**src/core/les_defines.svh**
```systemverilog
// constants for the link error supervisor: offsets, fields, reset values, timing
`ifndef LES_DEFINES_SVH
`define LES_DEFINES_SVH

// ************************************************
// register word offsets
// ************************************************
`define LES_OFF_WAIT 3'h0
`define LES_OFF_COUNT 3'h1
`define LES_OFF_MODE 3'h2
`define LES_OFF_CTRL 3'h3
`define LES_OFF_STATUS 3'h4
`define LES_OFF_LAST 3'h5

// ************************************************
// fields and reset values
// ************************************************
`define LES_MODE_STOP_LSB 0
`define LES_MODE_NET_BIT 4
`define LES_CTRL_RESET_BIT 0
`define LES_WAIT_RST 14'h0000
`define LES_WAIT_MAX 14'h270e
`define LES_STOP_RST 2'h0
`define LES_NET_RST 1'b1
`define LES_CODE_NONE 8'h00
`define LES_CODE_LINE 8'ha1
`define LES_CODE_CIRCUIT 8'hb1
`define LES_CODE_OTHER 8'hc0

// ************************************************
// timing
// ************************************************
`define LES_CLK_NS 10
`define LES_TENTH_NS 100000000
`define LES_TENTH_CYCLES (`LES_TENTH_NS / `LES_CLK_NS)
`define LES_HOUR_S 3600
`define LES_HOUR_TENTHS (`LES_HOUR_S * 10)

`endif

```
**src/core/les_pkg.sv**
```systemverilog
// types shared by the link error supervisor
package les_pkg;

  typedef enum logic [2:0] {
    ST_NORMAL = 3'b000,
    ST_PENDING = 3'b001,
    ST_DECEL = 3'b010,
    ST_STOPPED = 3'b011,
    ST_CONT = 3'b100
  } les_state_t;

  typedef enum logic [1:0] {
    FK_NONE = 2'b00,
    FK_LINE = 2'b01,
    FK_CIRCUIT = 2'b10,
    FK_OTHER = 2'b11
  } les_kind_t;

  typedef struct packed {
    logic run;
    logic [15:0] speed;
  } les_cmd_t;

  typedef struct packed {
    logic wr;
    logic perm;
    logic [7:0] code;
  } les_hist_t;

endpackage

```
**src/core/les_supervisor.sv**
```systemverilog
// link error supervisor: wait timer, error counter, stop-mode actions, register slave
//
// How it works
// - a line error counts as recognised only after outlasting the waiting time.
// - link recovering before the waiting time ends returns to normal, no fault.
// - while an error waits, drive runs, normal display, no fault output.
// - writing zero to the counter register clears the count.
// - count copied to nonvolatile store at most hourly; reset restores stored copy.
// - recognised line error: mode 0 coast, 1 decel+alarm, 2 decel no alarm, 3 run.
// - circuit fault: modes 0,3 coast with alarm; modes 1,2 decel, alarm after stop.
// - on line clear modes 0,1 hold, mode 2 restarts, mode 3 runs; circuit latches.
// - a recognised line error shows fault code a1 on reaching ST_STOPPED; mode 3 and panel mode never stop and show none.
// - fault output drives both the alarm pin and the link fault bit.
// - asserting fault output writes a permanent history record.
// - without fault output the history record is temporary only.
// - after a non-latched error clears, display returns normal, last fault kept.
// - modes 1 and 2 stop using the ordinary deceleration settings.
// - restart accelerates with the ordinary acceleration settings.
// - mode 2 restart resumes the run and speed command saved before the error.
// - mode 2 line error clearing during deceleration restarts acceleration there.
// - link faults stop data exchange; act by stop mode in network mode, run in panel mode.
// - other drive faults trip in every mode while data exchange continues.
// - waiting time ranges 0 to 999.8 s in tenths, zero after reset.
`include "les_defines.svh"
`timescale 1ns/1ps
`default_nettype none

module les_supervisor
  import les_pkg::*;
#(
  parameter int unsigned TENTH_CYCLES = `LES_TENTH_CYCLES,
  parameter int unsigned HOUR_TENTHS = `LES_HOUR_TENTHS
) (
  input wire logic clk_in, // 100 MHz system clock
  input wire logic rstn_in, // async reset, active low
  input wire logic [2:0] avs_address_in, // word index
  input wire logic avs_read_in, // read request
  input wire logic avs_write_in, // write request
  input wire logic [31:0] avs_writedata_in, // write data
  output logic [31:0] avs_readdata_out, // read data
  output logic avs_waitrequest_out, // stall
  input wire logic line_error_in, // link line error pin
  input wire logic circuit_fault_in, // internal link circuit fault pin
  input wire logic other_fault_in, // other drive fault pin
  input wire logic stopped_in, // drive reports standstill
  input wire les_cmd_t link_cmd_in, // run/speed from link data
  input wire logic [15:0] nv_count_in, // stored count from nonvolatile store
  output les_cmd_t drive_cmd_out, // command to the drive
  output logic coast_out, // free-run stop
  output logic decel_out, // stop on normal decel ramp
  output logic accel_restart_out, // restart pulse, normal accel ramp
  output logic alarm_output_out, // alarm pin
  output logic fault_bit_out, // fault bit in link data
  output logic link_exchange_en_out, // data exchange allowed
  output logic [7:0] display_code_out, // shown fault code, 0 = normal
  output les_hist_t hist_out, // fault history write
  output logic nv_wr_out, // store count pulse
  output logic [15:0] nv_data_out // count to store
);

  typedef struct packed {
    logic [2:0] sync1;
    logic [2:0] sync2;
    logic line_prev;
    logic boot;
    logic ack;
    logic [31:0] rdata;
    logic [13:0] wait_t;
    logic [15:0] count;
    logic [15:0] nv_count;
    logic nv_wr;
    logic [1:0] stop_mode;
    logic net_mode;
    les_state_t st;
    les_kind_t kind;
    logic fault_out;
    logic coast;
    logic decel;
    logic accel;
    logic [31:0] wtick;
    logic [13:0] wtenths;
    logic [31:0] htick;
    logic [31:0] htenths;
    les_cmd_t saved;
    les_cmd_t [2:0] cmd_pipe;
    les_cmd_t cmd;
    les_hist_t hist;
    logic [7:0] display;
    logic [7:0] last_code;
  } les_regs_t;

  les_regs_t q;
  les_regs_t d;

  // ************************************************
  // helpers
  // ************************************************
  function automatic les_state_t act_state(les_kind_t k, logic [1:0] m, logic net);
    if (k == FK_OTHER) begin
      act_state = ST_STOPPED;
    end else if (!net) begin
      act_state = ST_CONT;
    end else if (k == FK_CIRCUIT) begin
      act_state = (m == 2'h0 || m == 2'h3) ? ST_STOPPED : ST_DECEL;
    end else begin
      case (m)
        2'h0: act_state = ST_STOPPED;
        2'h1: act_state = ST_DECEL;
        2'h2: act_state = ST_DECEL;
        default: act_state = ST_CONT;
      endcase
    end
  endfunction

  function automatic logic gives_alarm(les_kind_t k, logic [1:0] m);
    gives_alarm = !(k == FK_LINE && (m == 2'h2 || m == 2'h3));
  endfunction

  function automatic logic [7:0] kind_code(les_kind_t k);
    case (k)
      FK_LINE: kind_code = `LES_CODE_LINE;
      FK_CIRCUIT: kind_code = `LES_CODE_CIRCUIT;
      FK_OTHER: kind_code = `LES_CODE_OTHER;
      default: kind_code = `LES_CODE_NONE;
    endcase
  endfunction

  // ************************************************
  // combinational decode
  // ************************************************
  logic line_s, circ_s, other_s, line_rise, bus_go, wr_go, clear_wr, err_reset;
  logic recog, tenth_wrap, hour_wrap, restart;
  les_kind_t enter_kind;

  assign line_s = q.sync2[0];
  assign circ_s = q.sync2[1];
  assign other_s = q.sync2[2];
  assign line_rise = line_s && !q.line_prev;
  // one wait state: the answer is ready at the second edge of every request
  assign bus_go = (avs_read_in || avs_write_in) && q.ack;
  assign wr_go = bus_go && avs_write_in;
  assign clear_wr = wr_go && avs_address_in == `LES_OFF_COUNT && avs_writedata_in[15:0] == 16'h0000;
  assign err_reset = wr_go && avs_address_in == `LES_OFF_CTRL && avs_writedata_in[`LES_CTRL_RESET_BIT];
  assign tenth_wrap = q.wtick >= TENTH_CYCLES - 1;
  assign hour_wrap = q.htick >= TENTH_CYCLES - 1 && q.htenths >= HOUR_TENTHS - 1;
  assign recog = q.st == ST_PENDING && line_s && q.wtenths >= q.wait_t;
  // only a line fault in stop mode 2 may restart on its own
  assign restart = q.kind == FK_LINE && q.stop_mode == 2'h2 && !line_s && q.net_mode
    && (q.st == ST_DECEL || q.st == ST_STOPPED);

  always_comb begin
    enter_kind = FK_NONE;
    if (q.st == ST_NORMAL || q.st == ST_PENDING) begin
      if (circ_s) begin
        enter_kind = FK_CIRCUIT;
      end else if (recog) begin
        enter_kind = FK_LINE;
      end else if (other_s) begin
        enter_kind = FK_OTHER;
      end
    end
  end

  // ************************************************
  // next state
  // ************************************************
  always_comb begin
    d = q;
    d.sync1 = {other_fault_in, circuit_fault_in, line_error_in};
    d.sync2 = q.sync1;
    d.line_prev = line_s;
    d.accel = 1'b0;
    d.hist.wr = 1'b0;
    d.nv_wr = 1'b0;

    // register slave
    d.ack = (avs_read_in || avs_write_in) && !q.ack;
    if (avs_read_in && !q.ack) begin
      case (avs_address_in)
        `LES_OFF_WAIT: d.rdata = {18'h00000, q.wait_t};
        `LES_OFF_COUNT: d.rdata = {16'h0000, q.count};
        `LES_OFF_MODE: d.rdata = {27'h0000000, q.net_mode, 2'h0, q.stop_mode};
        `LES_OFF_STATUS: d.rdata = {16'h0000, q.display, 1'b0, q.st, q.kind, q.fault_out, line_s};
        `LES_OFF_LAST: d.rdata = {24'h000000, q.last_code};
        default: d.rdata = 32'h00000000;
      endcase
    end
    if (wr_go) begin
      case (avs_address_in)
        `LES_OFF_WAIT: begin
          if (avs_writedata_in[31:14] == 18'h00000 && avs_writedata_in[13:0] <= `LES_WAIT_MAX) begin
            d.wait_t = avs_writedata_in[13:0];
          end
        end
        `LES_OFF_MODE: begin
          d.stop_mode = avs_writedata_in[`LES_MODE_STOP_LSB +: 2];
          d.net_mode = avs_writedata_in[`LES_MODE_NET_BIT];
        end
        default: begin
        end
      endcase
    end

    // occurrence counter, an increment in the clearing cycle wins
    if (clear_wr) begin
      d.count = 16'h0000;
    end
    if (line_rise && q.count != 16'hffff) begin
      d.count = clear_wr ? 16'h0001 : q.count + 16'h0001;
    end

    // hourly copy, written only when the count moved
    d.htick = q.htick + 32'h1;
    if (q.htick >= TENTH_CYCLES - 1) begin
      d.htick = 32'h0;
      d.htenths = hour_wrap ? 32'h0 : q.htenths + 32'h1;
    end
    if (hour_wrap && d.count != q.nv_count) begin
      d.nv_wr = 1'b1;
      d.nv_count = d.count;
    end
    if (q.boot) begin
      d.boot = 1'b0;
      d.count = nv_count_in;
      d.nv_count = nv_count_in;
    end

    // wait timer, only runs while an error is pending
    if (q.st == ST_PENDING) begin
      d.wtick = tenth_wrap ? 32'h0 : q.wtick + 32'h1;
      if (tenth_wrap && q.wtenths != 14'h3fff) begin
        d.wtenths = q.wtenths + 14'h0001;
      end
    end else begin
      d.wtick = 32'h0;
      d.wtenths = 14'h0000;
    end

    // command path: follow the link while running
    case (q.st)
      ST_NORMAL, ST_PENDING, ST_CONT: d.cmd = link_cmd_in;
      default: d.cmd.run = 1'b0;
    endcase
    // link data spoils as the line breaks, two cycles before line_rise: keep the older word
    d.cmd_pipe = {q.cmd_pipe[1:0], link_cmd_in};
    if (line_rise && q.st == ST_NORMAL) begin
      d.saved = q.cmd_pipe[2];
    end

    case (q.st)
      ST_NORMAL: begin
        if (enter_kind == FK_NONE && line_rise) begin
          d.st = ST_PENDING;
        end
      end
      ST_PENDING: begin
        if (enter_kind == FK_NONE && !line_s) begin
          d.st = ST_NORMAL;
        end
      end
      ST_DECEL: begin
        if (restart) begin
          d.st = ST_NORMAL;
        end else if (stopped_in) begin
          d.st = ST_STOPPED;
          d.decel = 1'b0;
          d.fault_out = gives_alarm(q.kind, q.stop_mode);
          d.display = kind_code(q.kind);
          d.last_code = kind_code(q.kind);
          d.hist = '{wr: 1'b1, perm: gives_alarm(q.kind, q.stop_mode), code: kind_code(q.kind)};
        end
      end
      ST_STOPPED: begin
        if (restart) begin
          d.st = ST_NORMAL;
        end else if (err_reset && !line_s && !circ_s && !other_s) begin
          d.st = ST_NORMAL;
        end
      end
      ST_CONT: begin
        if (q.kind == FK_LINE && !line_s) begin
          d.st = ST_NORMAL;
        end else if (err_reset && !circ_s && !line_s) begin
          d.st = ST_NORMAL;
        end
      end
      default: d.st = ST_NORMAL;
    endcase

    if (enter_kind != FK_NONE) begin
      d.kind = enter_kind;
      d.st = act_state(enter_kind, q.stop_mode, q.net_mode);
      d.coast = d.st == ST_STOPPED;
      d.decel = d.st == ST_DECEL;
      if (d.st == ST_STOPPED) begin
        d.fault_out = gives_alarm(enter_kind, q.stop_mode);
        d.display = kind_code(enter_kind);
        d.last_code = kind_code(enter_kind);
        d.hist = '{wr: 1'b1, perm: gives_alarm(enter_kind, q.stop_mode), code: kind_code(enter_kind)};
      end
    end

    // leaving a fault: display back to normal, last code stays readable
    if (q.st != ST_NORMAL && q.st != ST_PENDING && d.st == ST_NORMAL) begin
      d.kind = FK_NONE;
      d.fault_out = 1'b0;
      d.coast = 1'b0;
      d.decel = 1'b0;
      d.display = `LES_CODE_NONE;
      if (restart) begin
        d.accel = 1'b1;
        d.cmd = q.saved;
      end
    end
  end

  // ************************************************
  // state register
  // ************************************************
  always_ff @(posedge clk_in or negedge rstn_in) begin
    if (!rstn_in) begin
      q <= '0;
      q.boot <= 1'b1;
      q.wait_t <= `LES_WAIT_RST;
      q.stop_mode <= `LES_STOP_RST;
      q.net_mode <= `LES_NET_RST;
      q.st <= ST_NORMAL;
      q.kind <= FK_NONE;
    end else begin
      q <= d;
    end
  end

  // ************************************************
  // outputs
  // ************************************************
  assign avs_readdata_out = q.rdata;
  assign avs_waitrequest_out = (avs_read_in || avs_write_in) && !q.ack;
  assign drive_cmd_out = q.cmd;
  assign coast_out = q.coast;
  assign decel_out = q.decel;
  assign accel_restart_out = q.accel;
  assign alarm_output_out = q.fault_out;
  assign fault_bit_out = q.fault_out;
  // data exchange halts only for the two link fault kinds
  assign link_exchange_en_out = !((q.kind == FK_LINE || q.kind == FK_CIRCUIT)
    && q.st != ST_NORMAL && q.st != ST_PENDING);
  assign display_code_out = q.display;
  assign hist_out = q.hist;
  assign nv_wr_out = q.nv_wr;
  assign nv_data_out = q.nv_count;
endmodule // les_supervisor

`default_nettype wire
```
**config.mk**
```make
export PLATFORM = sky130hd
export DESIGN_NAME = les_supervisor
export DESIGN_NICKNAME = d
export VERILOG_FILES = /design/src/core/les_pkg.sv /design/src/core/les_supervisor.sv
export VERILOG_INCLUDE_DIRS = /design/src /design/src/core
export SDC_FILE = /design/constraint.sdc
export NUM_CORES = 1
export LEC_CHECK = 0
export ABC_AREA = 1
export BUFFER_PORTS_ARGS = -buffer_cell sky130_fd_sc_hd__buf_4
export CAP_MARGIN = 5
export CELL_PAD_IN_SITES_DETAIL_PLACEMENT = 0
export CELL_PAD_IN_SITES_GLOBAL_PLACEMENT = 1
export CORE_MARGIN = 4
export CORE_UTILIZATION = 40
export CTS_CLUSTER_SIZE = 30
export DETAILED_ROUTE_END_ITERATION = 16
export GPL_TIMING_DRIVEN = 0
export PLACE_DENSITY = 0.81
export SYNTH_ARGS = -nofsm -noshare
export SYNTH_HDL_FRONTEND = slang
export SYNTH_SLANG_ARGS = --single-unit
```
**constraint.sdc**
```tcl
create_clock -name clk_in -period 3.1 [get_ports clk_in]
set_input_delay 0.465 -clock clk_in [delete_from_list [all_inputs] [get_ports clk_in]]
set_output_delay 0.465 -clock clk_in [all_outputs]
set_load 0.1 [all_outputs]
```
==> results of run 1 <==
-- report_power, final --
part / internal [W] / switching (W)
sequential: 0.00453 / 0.000389
combinational: 0.00137 / 0.00337
clock: 0.00267 / 0.00172
total: 0.00856 / 0.00549
-- critical path: cells and delay by family (launching register included) --
kind	cells	cell delay, ps
flip-flops	1	440
AND/OR/NAND/NOR	13	1220
buffers and inverters	4	340
adder cells (fa/ha/maj)	2	470
AO/OA/AOI/OAI	4	460
-- worst max-delay path by stage --
stage	end	slack [ps]	from	depth (start not counted)
floorplan	q[0]	6	q[182]	18
CTS	display_code_out[4]	0.8	q[271]	24
global placement	nv_data_out[11]	-1160	rstn_in	1
finish	display_code_out[4]	40	q[177]	23
global route	display_code_out[4]	-130	q[177]	23
detailed placement	q[5]	-1100	q[273]	19
-- area by class of cell --
type                       count  area, um^2  share of cell area [%]
tap                          468       585.6                   3.138
timing repair buffer         185        1443                   7.732
inverter                     210       813.3                   4.359
buffer                       120       824.5                   4.419
clock inverter                18       255.2                   1.368
clock buffer                  46       977.2                   5.237
sequential                   305        7644                   40.97
multi-input combinational   1127        6116                   32.78
-- cell usage in the layout (no fill, tap or decap), types with 18 or more instances in the layout --
cell type / instances
nand2_1: 331
dfrtp_1: 296
buf_4: 266
nor2_1: 204
inv_1: 187
nand3_1: 110
o21ai_0: 73
a21oi_1: 52
nand4_1: 38
nor3_1: 36
clkbuf_16: 35
conb_1: 33
a31oi_1: 30
clkbuf_1: 23
nor4_1: 22
mux2_2: 21
ha_1: 20
xor2_1: 18
-- flip-flops by register name, summed over array words and instances, names as in the netlist, 8 cells and up --
| register | cells |
|---|---|
| display_code_out | 8 |
| d | 38 |
| q | 193 |
| avs_readdata_out | 16 |
| hist_out | 10 |
| nv_data_out | 16 |
| drive_cmd_out | 17 |
-- metal layers --
metal  GRT usage (%)  vias to the layer above  share of wire (%)
met4           3.933                        0                1.4
met5               0                        -                  0
li1                -                     6082                  -
met3           3.199                       43                5.4
met2           30.08                      306                 47
met1           25.49                     5800                 46
-- cell usage after synthesis (31+ instances only) --
cell / number
dfrtp_1: 303
a21oi_1: 55
o21ai_0: 78
ha_1: 32
a31oi_1: 31
nor2_1: 208
nand3_1: 113
nor3_1: 36
nand4_1: 38
inv_1: 203
nand2_1: 341
buf_4: 85
-- what timing repair did --
action                     CTS  global route
hold endpoints to repair    75             0
resized for setup           38            67
setup buffers               12            21
setup endpoints to repair   47            47
pin swaps                    7            19
hold buffers                 1             0
-- kinds of logic after synthesis --
kind of cell,after synthesis,synth area share (%)
simple gates,811,24.36
buf+inv,330,10.75
flops,305,51.25
compound gates,206,7.928
fa+ha+maj,32,2.687
xor+xnor,24,1.411
mux,21,1.587
other cells,1,0.02517
-- per-stage QoR --
step                      util, %  TNS [ps]
after floorplan                 -         0
after global placement      45.59   -364270
after detailed placement    45.76    -25030
after CTS                   49.72         0
after global routing        50.84    -927.3
final                       50.84         0
==> flow_metrics.py, run 1 <==
metrics = {
    "hold_path": {
        "min_delay_worst_endpoint": "d[317]",
        "holdPathStages": 1,
        "hp-class": "in2reg",
        "hold_start": "other_fault_in",
    },
    "routing": {
        "vias": 12231,
        "wirelength_um": 38080,
        "drtAntennaViolNets": 0,
        "dr.pass1.iters": 7,
        "detail_route.iter0.violations": 810,
        "wl_per_cell_um": 15.36,
        "via_per_inst": 4.934,
        "route.detailed.drc": 0,
    },
    "floorplanning": {
        "dieArea_um2": 40400,
        "fp-row-count": 70,
        "initial_core_util_pct": 40.60,
        "die_y_um": 201.0,
        "core-area_um2": 36700,
        "fp.dieW_um": 201.0,
        "io-pin-count": 167,
    },
    "timing": {
        "setup_slack_ps": 40.32,
        "rsz0062_at_grt": "true",
        "finalHoldViolations": 0,
        "setup_viol": 0,
        "finalCritPeriodShare_pct": 98.70,
        "worstMarginPinSlew_ps": 791.8,
        "max_freq_mhz": 326.8,
        "skew_ps": 19.13,
        "hold_slack_ps": 46.49,
        "max_slew_margin_pct": 47.02,
        "slew_viol_final": 0,
        "period_needed_ps": 3060,
    },
    "layout": {
        "finalNetCount": 2092,
        "final_cell_area_um2": 18660,
        "fillers": 3420,
        "syn_to_final_growth_pct": 25.24,
        "stdcell_count": 2479,
        "diodes": 0,
        "drive_gt1_share_pct": 23.42,
    },
    "yosys": {
        "synthesis.area_um2": 14900,
        "synthFlopType": "dfrtp_1",
        "synth_top_area_share_pct": 50.89,
        "synth_area_leaders": "dfrtp_1 51%, nand2_1 8.6%, nor2_1 5.2%",
        "async_reset_ff_share_pct": 100.0,
        "synth_edf_count": 0,
        "ys_seq_elements": 305,
        "synthCells": 1730,
        "seq_area_frac_synth_pct": 51.25,
        "yosysTopAreaCell": "dfrtp_1",
        "yosysWarningCount": 0,
        "synth_cell_type_count": 52,
        "avgSynthCellArea_um2": 8.612,
    },
    "grt": {
        "grt_usage_pct": 18.26,
        "antenna_found_initial": 0,
        "grt_max_degree": 120,
        "grt_pass1_wl_um": 61750,
        "grt_remaining_overflow": 0,
        "grt_pass1_vias": 12130,
    },
    "outcome": {
        "status": "finished, final reports clean",
    },
    "setup_path": {
        "crit_fanout": 8,
        "cp-end-kind": "flip-flop",
        "rr_worst_depth": 23,
        "r2r_end": "display_code_out[4]",
        "slowest_stage": "dfrtp_1",
        "reg2reg_from": "q[177]",
        "start_kind": "flip-flop",
        "reg2reg_slack_ps": 40,
        "worstPathArrival_ps": 3480,
        "critPathMaxStageDelay_ps": 440,
        "crit_chain": "ha_4 -> nand2_4 -> nor2_1 -> o21ai_1 -> o211ai_1 -> nand3_1 -> nand3_2 -> nand3_2 -> nand2_1 -> nand2_1 -> nand2_2 -> inv_4 -> ha_4 -> or2_4 -> a31oi_4 -> inv_2 -> nand2_8 -> nand2_8 -> o211ai_1 -> buf_4 -> nand2_2 -> nand2_1 -> inv_1",
        "critPathKind": "reg2reg",
        "crit_required_ps": 3520,
        "critPathMostFrequentCell": "nand2_1",
    },
    "power_and_ir_drop": {
        "finalPower_w": 0.01405,
        "powerDensity_nw_per_um2": 752.9,
        "ir_drop_v": 0.0007567,
        "leakage_nw": 8.966,
    },
    "placed_design": {
        "place_ws_ps": -1105,
        "dp.cells": 2382,
        "gp_congestion": 0.8741,
        "hpwlAfterDp_um": 27050,
        "dpl_cell_area_um2": 16790,
        "io_buffers": 150,
    },
    "clocking": {
        "clock_path_buffers": 3,
        "clk_pin_slew_ps": 60,
        "numCtsBuffers": 35,
        "cts_tree": "built",
        "htreeDepth": 2,
        "root_buffer": "clkbuf_16",
        "clk_latency_ps": 530,
        "cts_sinks": 305,
    },
    "flow_run": {
        "cap_violations": 0,
    },
}
Note: power is estimated with default switching activity, not from simulation.
==> inputs of run 2 (changes only) <==
--- a/config.mk
+++ b/config.mk
@@ -16,7 +16,7 @@
 export CTS_CLUSTER_SIZE = 30
 export DETAILED_ROUTE_END_ITERATION = 16
 export GPL_TIMING_DRIVEN = 0
-export PLACE_DENSITY = 0.81
+export PLACE_DENSITY = 0.74
 export SYNTH_ARGS = -nofsm -noshare
 export SYNTH_HDL_FRONTEND = slang
 export SYNTH_SLANG_ARGS = --single-unit
==> flow_metrics.py, run 2 (same netlist as run 1, synthesis figures left out) <==
metrics = {
    "timing": {
        "finalCritPeriodShare_pct": 98.10,
        "skew_ps": 17.40,
        "worstMarginPinSlew_ps": 760.7,
        "max_slew_margin_pct": 49.10,
        "fin_tns_setup_ps": 0,
        "max_freq_mhz": 328.8,
        "period_needed_ps": 3041,
        "finalHoldViolations": 0,
        "setup_viol": 0,
        "hold_slack_ps": 36.64,
        "rsz0062_at_grt": "true",
        "slew_viol_final": 0,
    },
    "clocking": {
        "root_buffer": "clkbuf_16",
        "cts_tree": "built",
        "clk_latency_ps": 550,
        "numCtsBuffers": 37,
        "clock_path_buffers": 3,
        "cts_sinks": 305,
        "clk_pin_slew_ps": 60,
        "htreeDepth": 2,
    },
    "setup_path": {
        "crit_required_ps": 3540,
        "rr_worst_depth": 24,
        "critPathMaxStageDelay_ps": 380,
        "critPathKind": "reg2reg",
        "cp-end-kind": "flip-flop",
        "crit_fanout": 6,
        "reg2reg_from": "q[269]",
        "r2r_end": "display_code_out[4]",
        "reg2reg_slack_ps": 60,
        "crit_chain": "inv_2 -> ha_4 -> nand2_2 -> nor2_1 -> o21ai_1 -> o211ai_1 -> nand3_1 -> nand3_2 -> nand3_2 -> nand2_2 -> nand2_2 -> nand2_4 -> inv_4 -> ha_4 -> or2_4 -> a31oi_4 -> inv_2 -> nand2_4 -> inv_4 -> o211ai_1 -> buf_4 -> nand2_2 -> nand2_1 -> inv_1",
        "slowest_stage": "dfrtp_1",
        "critPathMostFrequentCell": "nand2_2",
        "start_kind": "flip-flop",
        "worstPathArrival_ps": 3480,
        "crit_start": "q[269]",
    },
    "routing": {
        "route.detailed.drc": 0,
        "wl_per_cell_um": 15.25,
        "detail_route.iter0.violations": 805,
        "via_per_inst": 4.877,
        "drtAntennaViolNets": 0,
        "vias": 12085,
        "dr.pass1.iters": 4,
        "wirelength_um": 37780,
    },
    "grt": {
        "grt_remaining_overflow": 0,
        "antenna_found_initial": 0,
        "grt_usage_pct": 18.63,
        "grt_pass1_vias": 11932,
        "grt_max_degree": 115,
        "grt_pass1_wl_um": 62560,
    },
    "hold_path": {
        "hp-class": "in2reg",
        "holdPathStages": 1,
        "hold_start": "link_cmd_in[9]",
        "min_delay_worst_endpoint": "d[69]",
    },
    "floorplanning": {
        "dieArea_um2": 40400,
        "fp-row-count": 70,
        "io-pin-count": 167,
        "core-area_um2": 36700,
        "die_y_um": 201.0,
        "initial_core_util_pct": 40.60,
        "fp.dieW_um": 201.0,
    },
    "layout": {
        "finish.utilization_pct": 50.65,
        "diodes": 0,
        "syn_to_final_growth_pct": 24.77,
        "finalNetCount": 2091,
        "final_cell_mix": "331 x nand2_1, 297 x dfrtp_1, 263 x buf_4, 205 x nor2_1, 190 x inv_1",
        "drive_gt1_share_pct": 23.08,
        "final_common_cell": "nand2_1",
        "top_register": "q",
        "fillers": 3526,
        "largest_register_ffs": 193,
        "final_cell_area_um2": 18590,
    },
    "power_and_ir_drop": {
        "powerDensity_nw_per_um2": 748.0,
        "ir_drop_v": 0.001011,
        "leakage_nw": 8.957,
    },
    "placed_design": {
        "hpwlAfterDp_um": 27310,
        "dpl_cell_area_um2": 16790,
        "io_buffers": 150,
        "gp_congestion": 0.8617,
    },
    "flow_run": {
        "cap_violations": 0,
    },
    "outcome": {
        "status": "finished, final reports clean",
    },
}
[run 2: cell types whose count changed in the layout (fill, tap and decap cells not counted), moves of 3 or more]
cell / before / now
inv_1: 187 / 190
nor4_2: 0 / 3
clkbuf_1: 23 / 28
o21ai_1: 5 / 1
buf_4: 266 / 263
a21oi_2: 2 / 5
clkinv_2: 9 / 6
o21ai_0: 73 / 77
clkbuf_2: 2 / 5
[run 2: worst max-delay path by stage]
stage | to | slack, ps | depth (start not counted)
2_1_floorplan | q[0] | 6 | 18
3_3_place_gp | q[261] | -1220 | 1
3_5_place_dp | q[5] | -980 | 19
4_1_cts | display_code_out[4] | 6 | 22
5_1_grt | display_code_out[4] | -120 | 27
6_report | display_code_out[4] | 60 | 24
[run 2: layout make-up]
cell class	count	area [um^2]	share of cell area (%)
Clock buffer	53	1036	5.573
Timing Repair Buffer	182	1416	7.620
Multi-Input combinational cell	1127	6088	32.75
Tap cell	468	585.6	3.150
Buffer	120	823.3	4.429
Sequential cell	305	7642	41.11
Clock inverter	13	195.2	1.050
Inverter	210	800.8	4.308
[run 2: layer usage]
| metal | GRT usage (%) | routed length [um] |
|---|---|---|
| met1 | 26.61 | 17920 |
| met2 | 29.75 | 17180 |
| met3 | 3.489 | 1959 |
| met4 | 4.228 | 714 |
| met5 | 0 | 0 |
[run 2: where the power goes]
group          leakage (nW)  switching, W  total, W  internal (W)
logic                  4.47       0.00332   0.00466       0.00133
clock network         0.603       0.00173   0.00434       0.00261
registers              3.88      0.000383   0.00491       0.00453
total                  8.96       0.00544    0.0139       0.00847
[run 2: what timing repair did]
item / CTS / global route
hold buffers: 1 / 0
endpoints found under the hold margin: 72 / 0
setup buffers: 12 / 17
gates resized for setup: 36 / 51
endpoints found under the setup margin: 44 / 54
pin swaps: 6 / 12
[run 2: through the flow]
stage	setup WS [ps]	instances	power, W
2_1_floorplan	5.681	1762	0.008329
3_3_place_gp	-1224	2380	0.009394
3_5_place_dp	-978.7	2382	0.009440
4_1_cts	5.989	2461	0.01398
5_1_grt	-120.6	2478	0.01461
6_report	58.88	2478	0.01390
[run 2: worst max-delay path: cells and delay by family (launching register included)]
family	cells	cell delay [ps]
fa+ha+maj	2	420
flops	1	380
compound gates	4	500
simple gates	12	1150
buf+inv	6	470
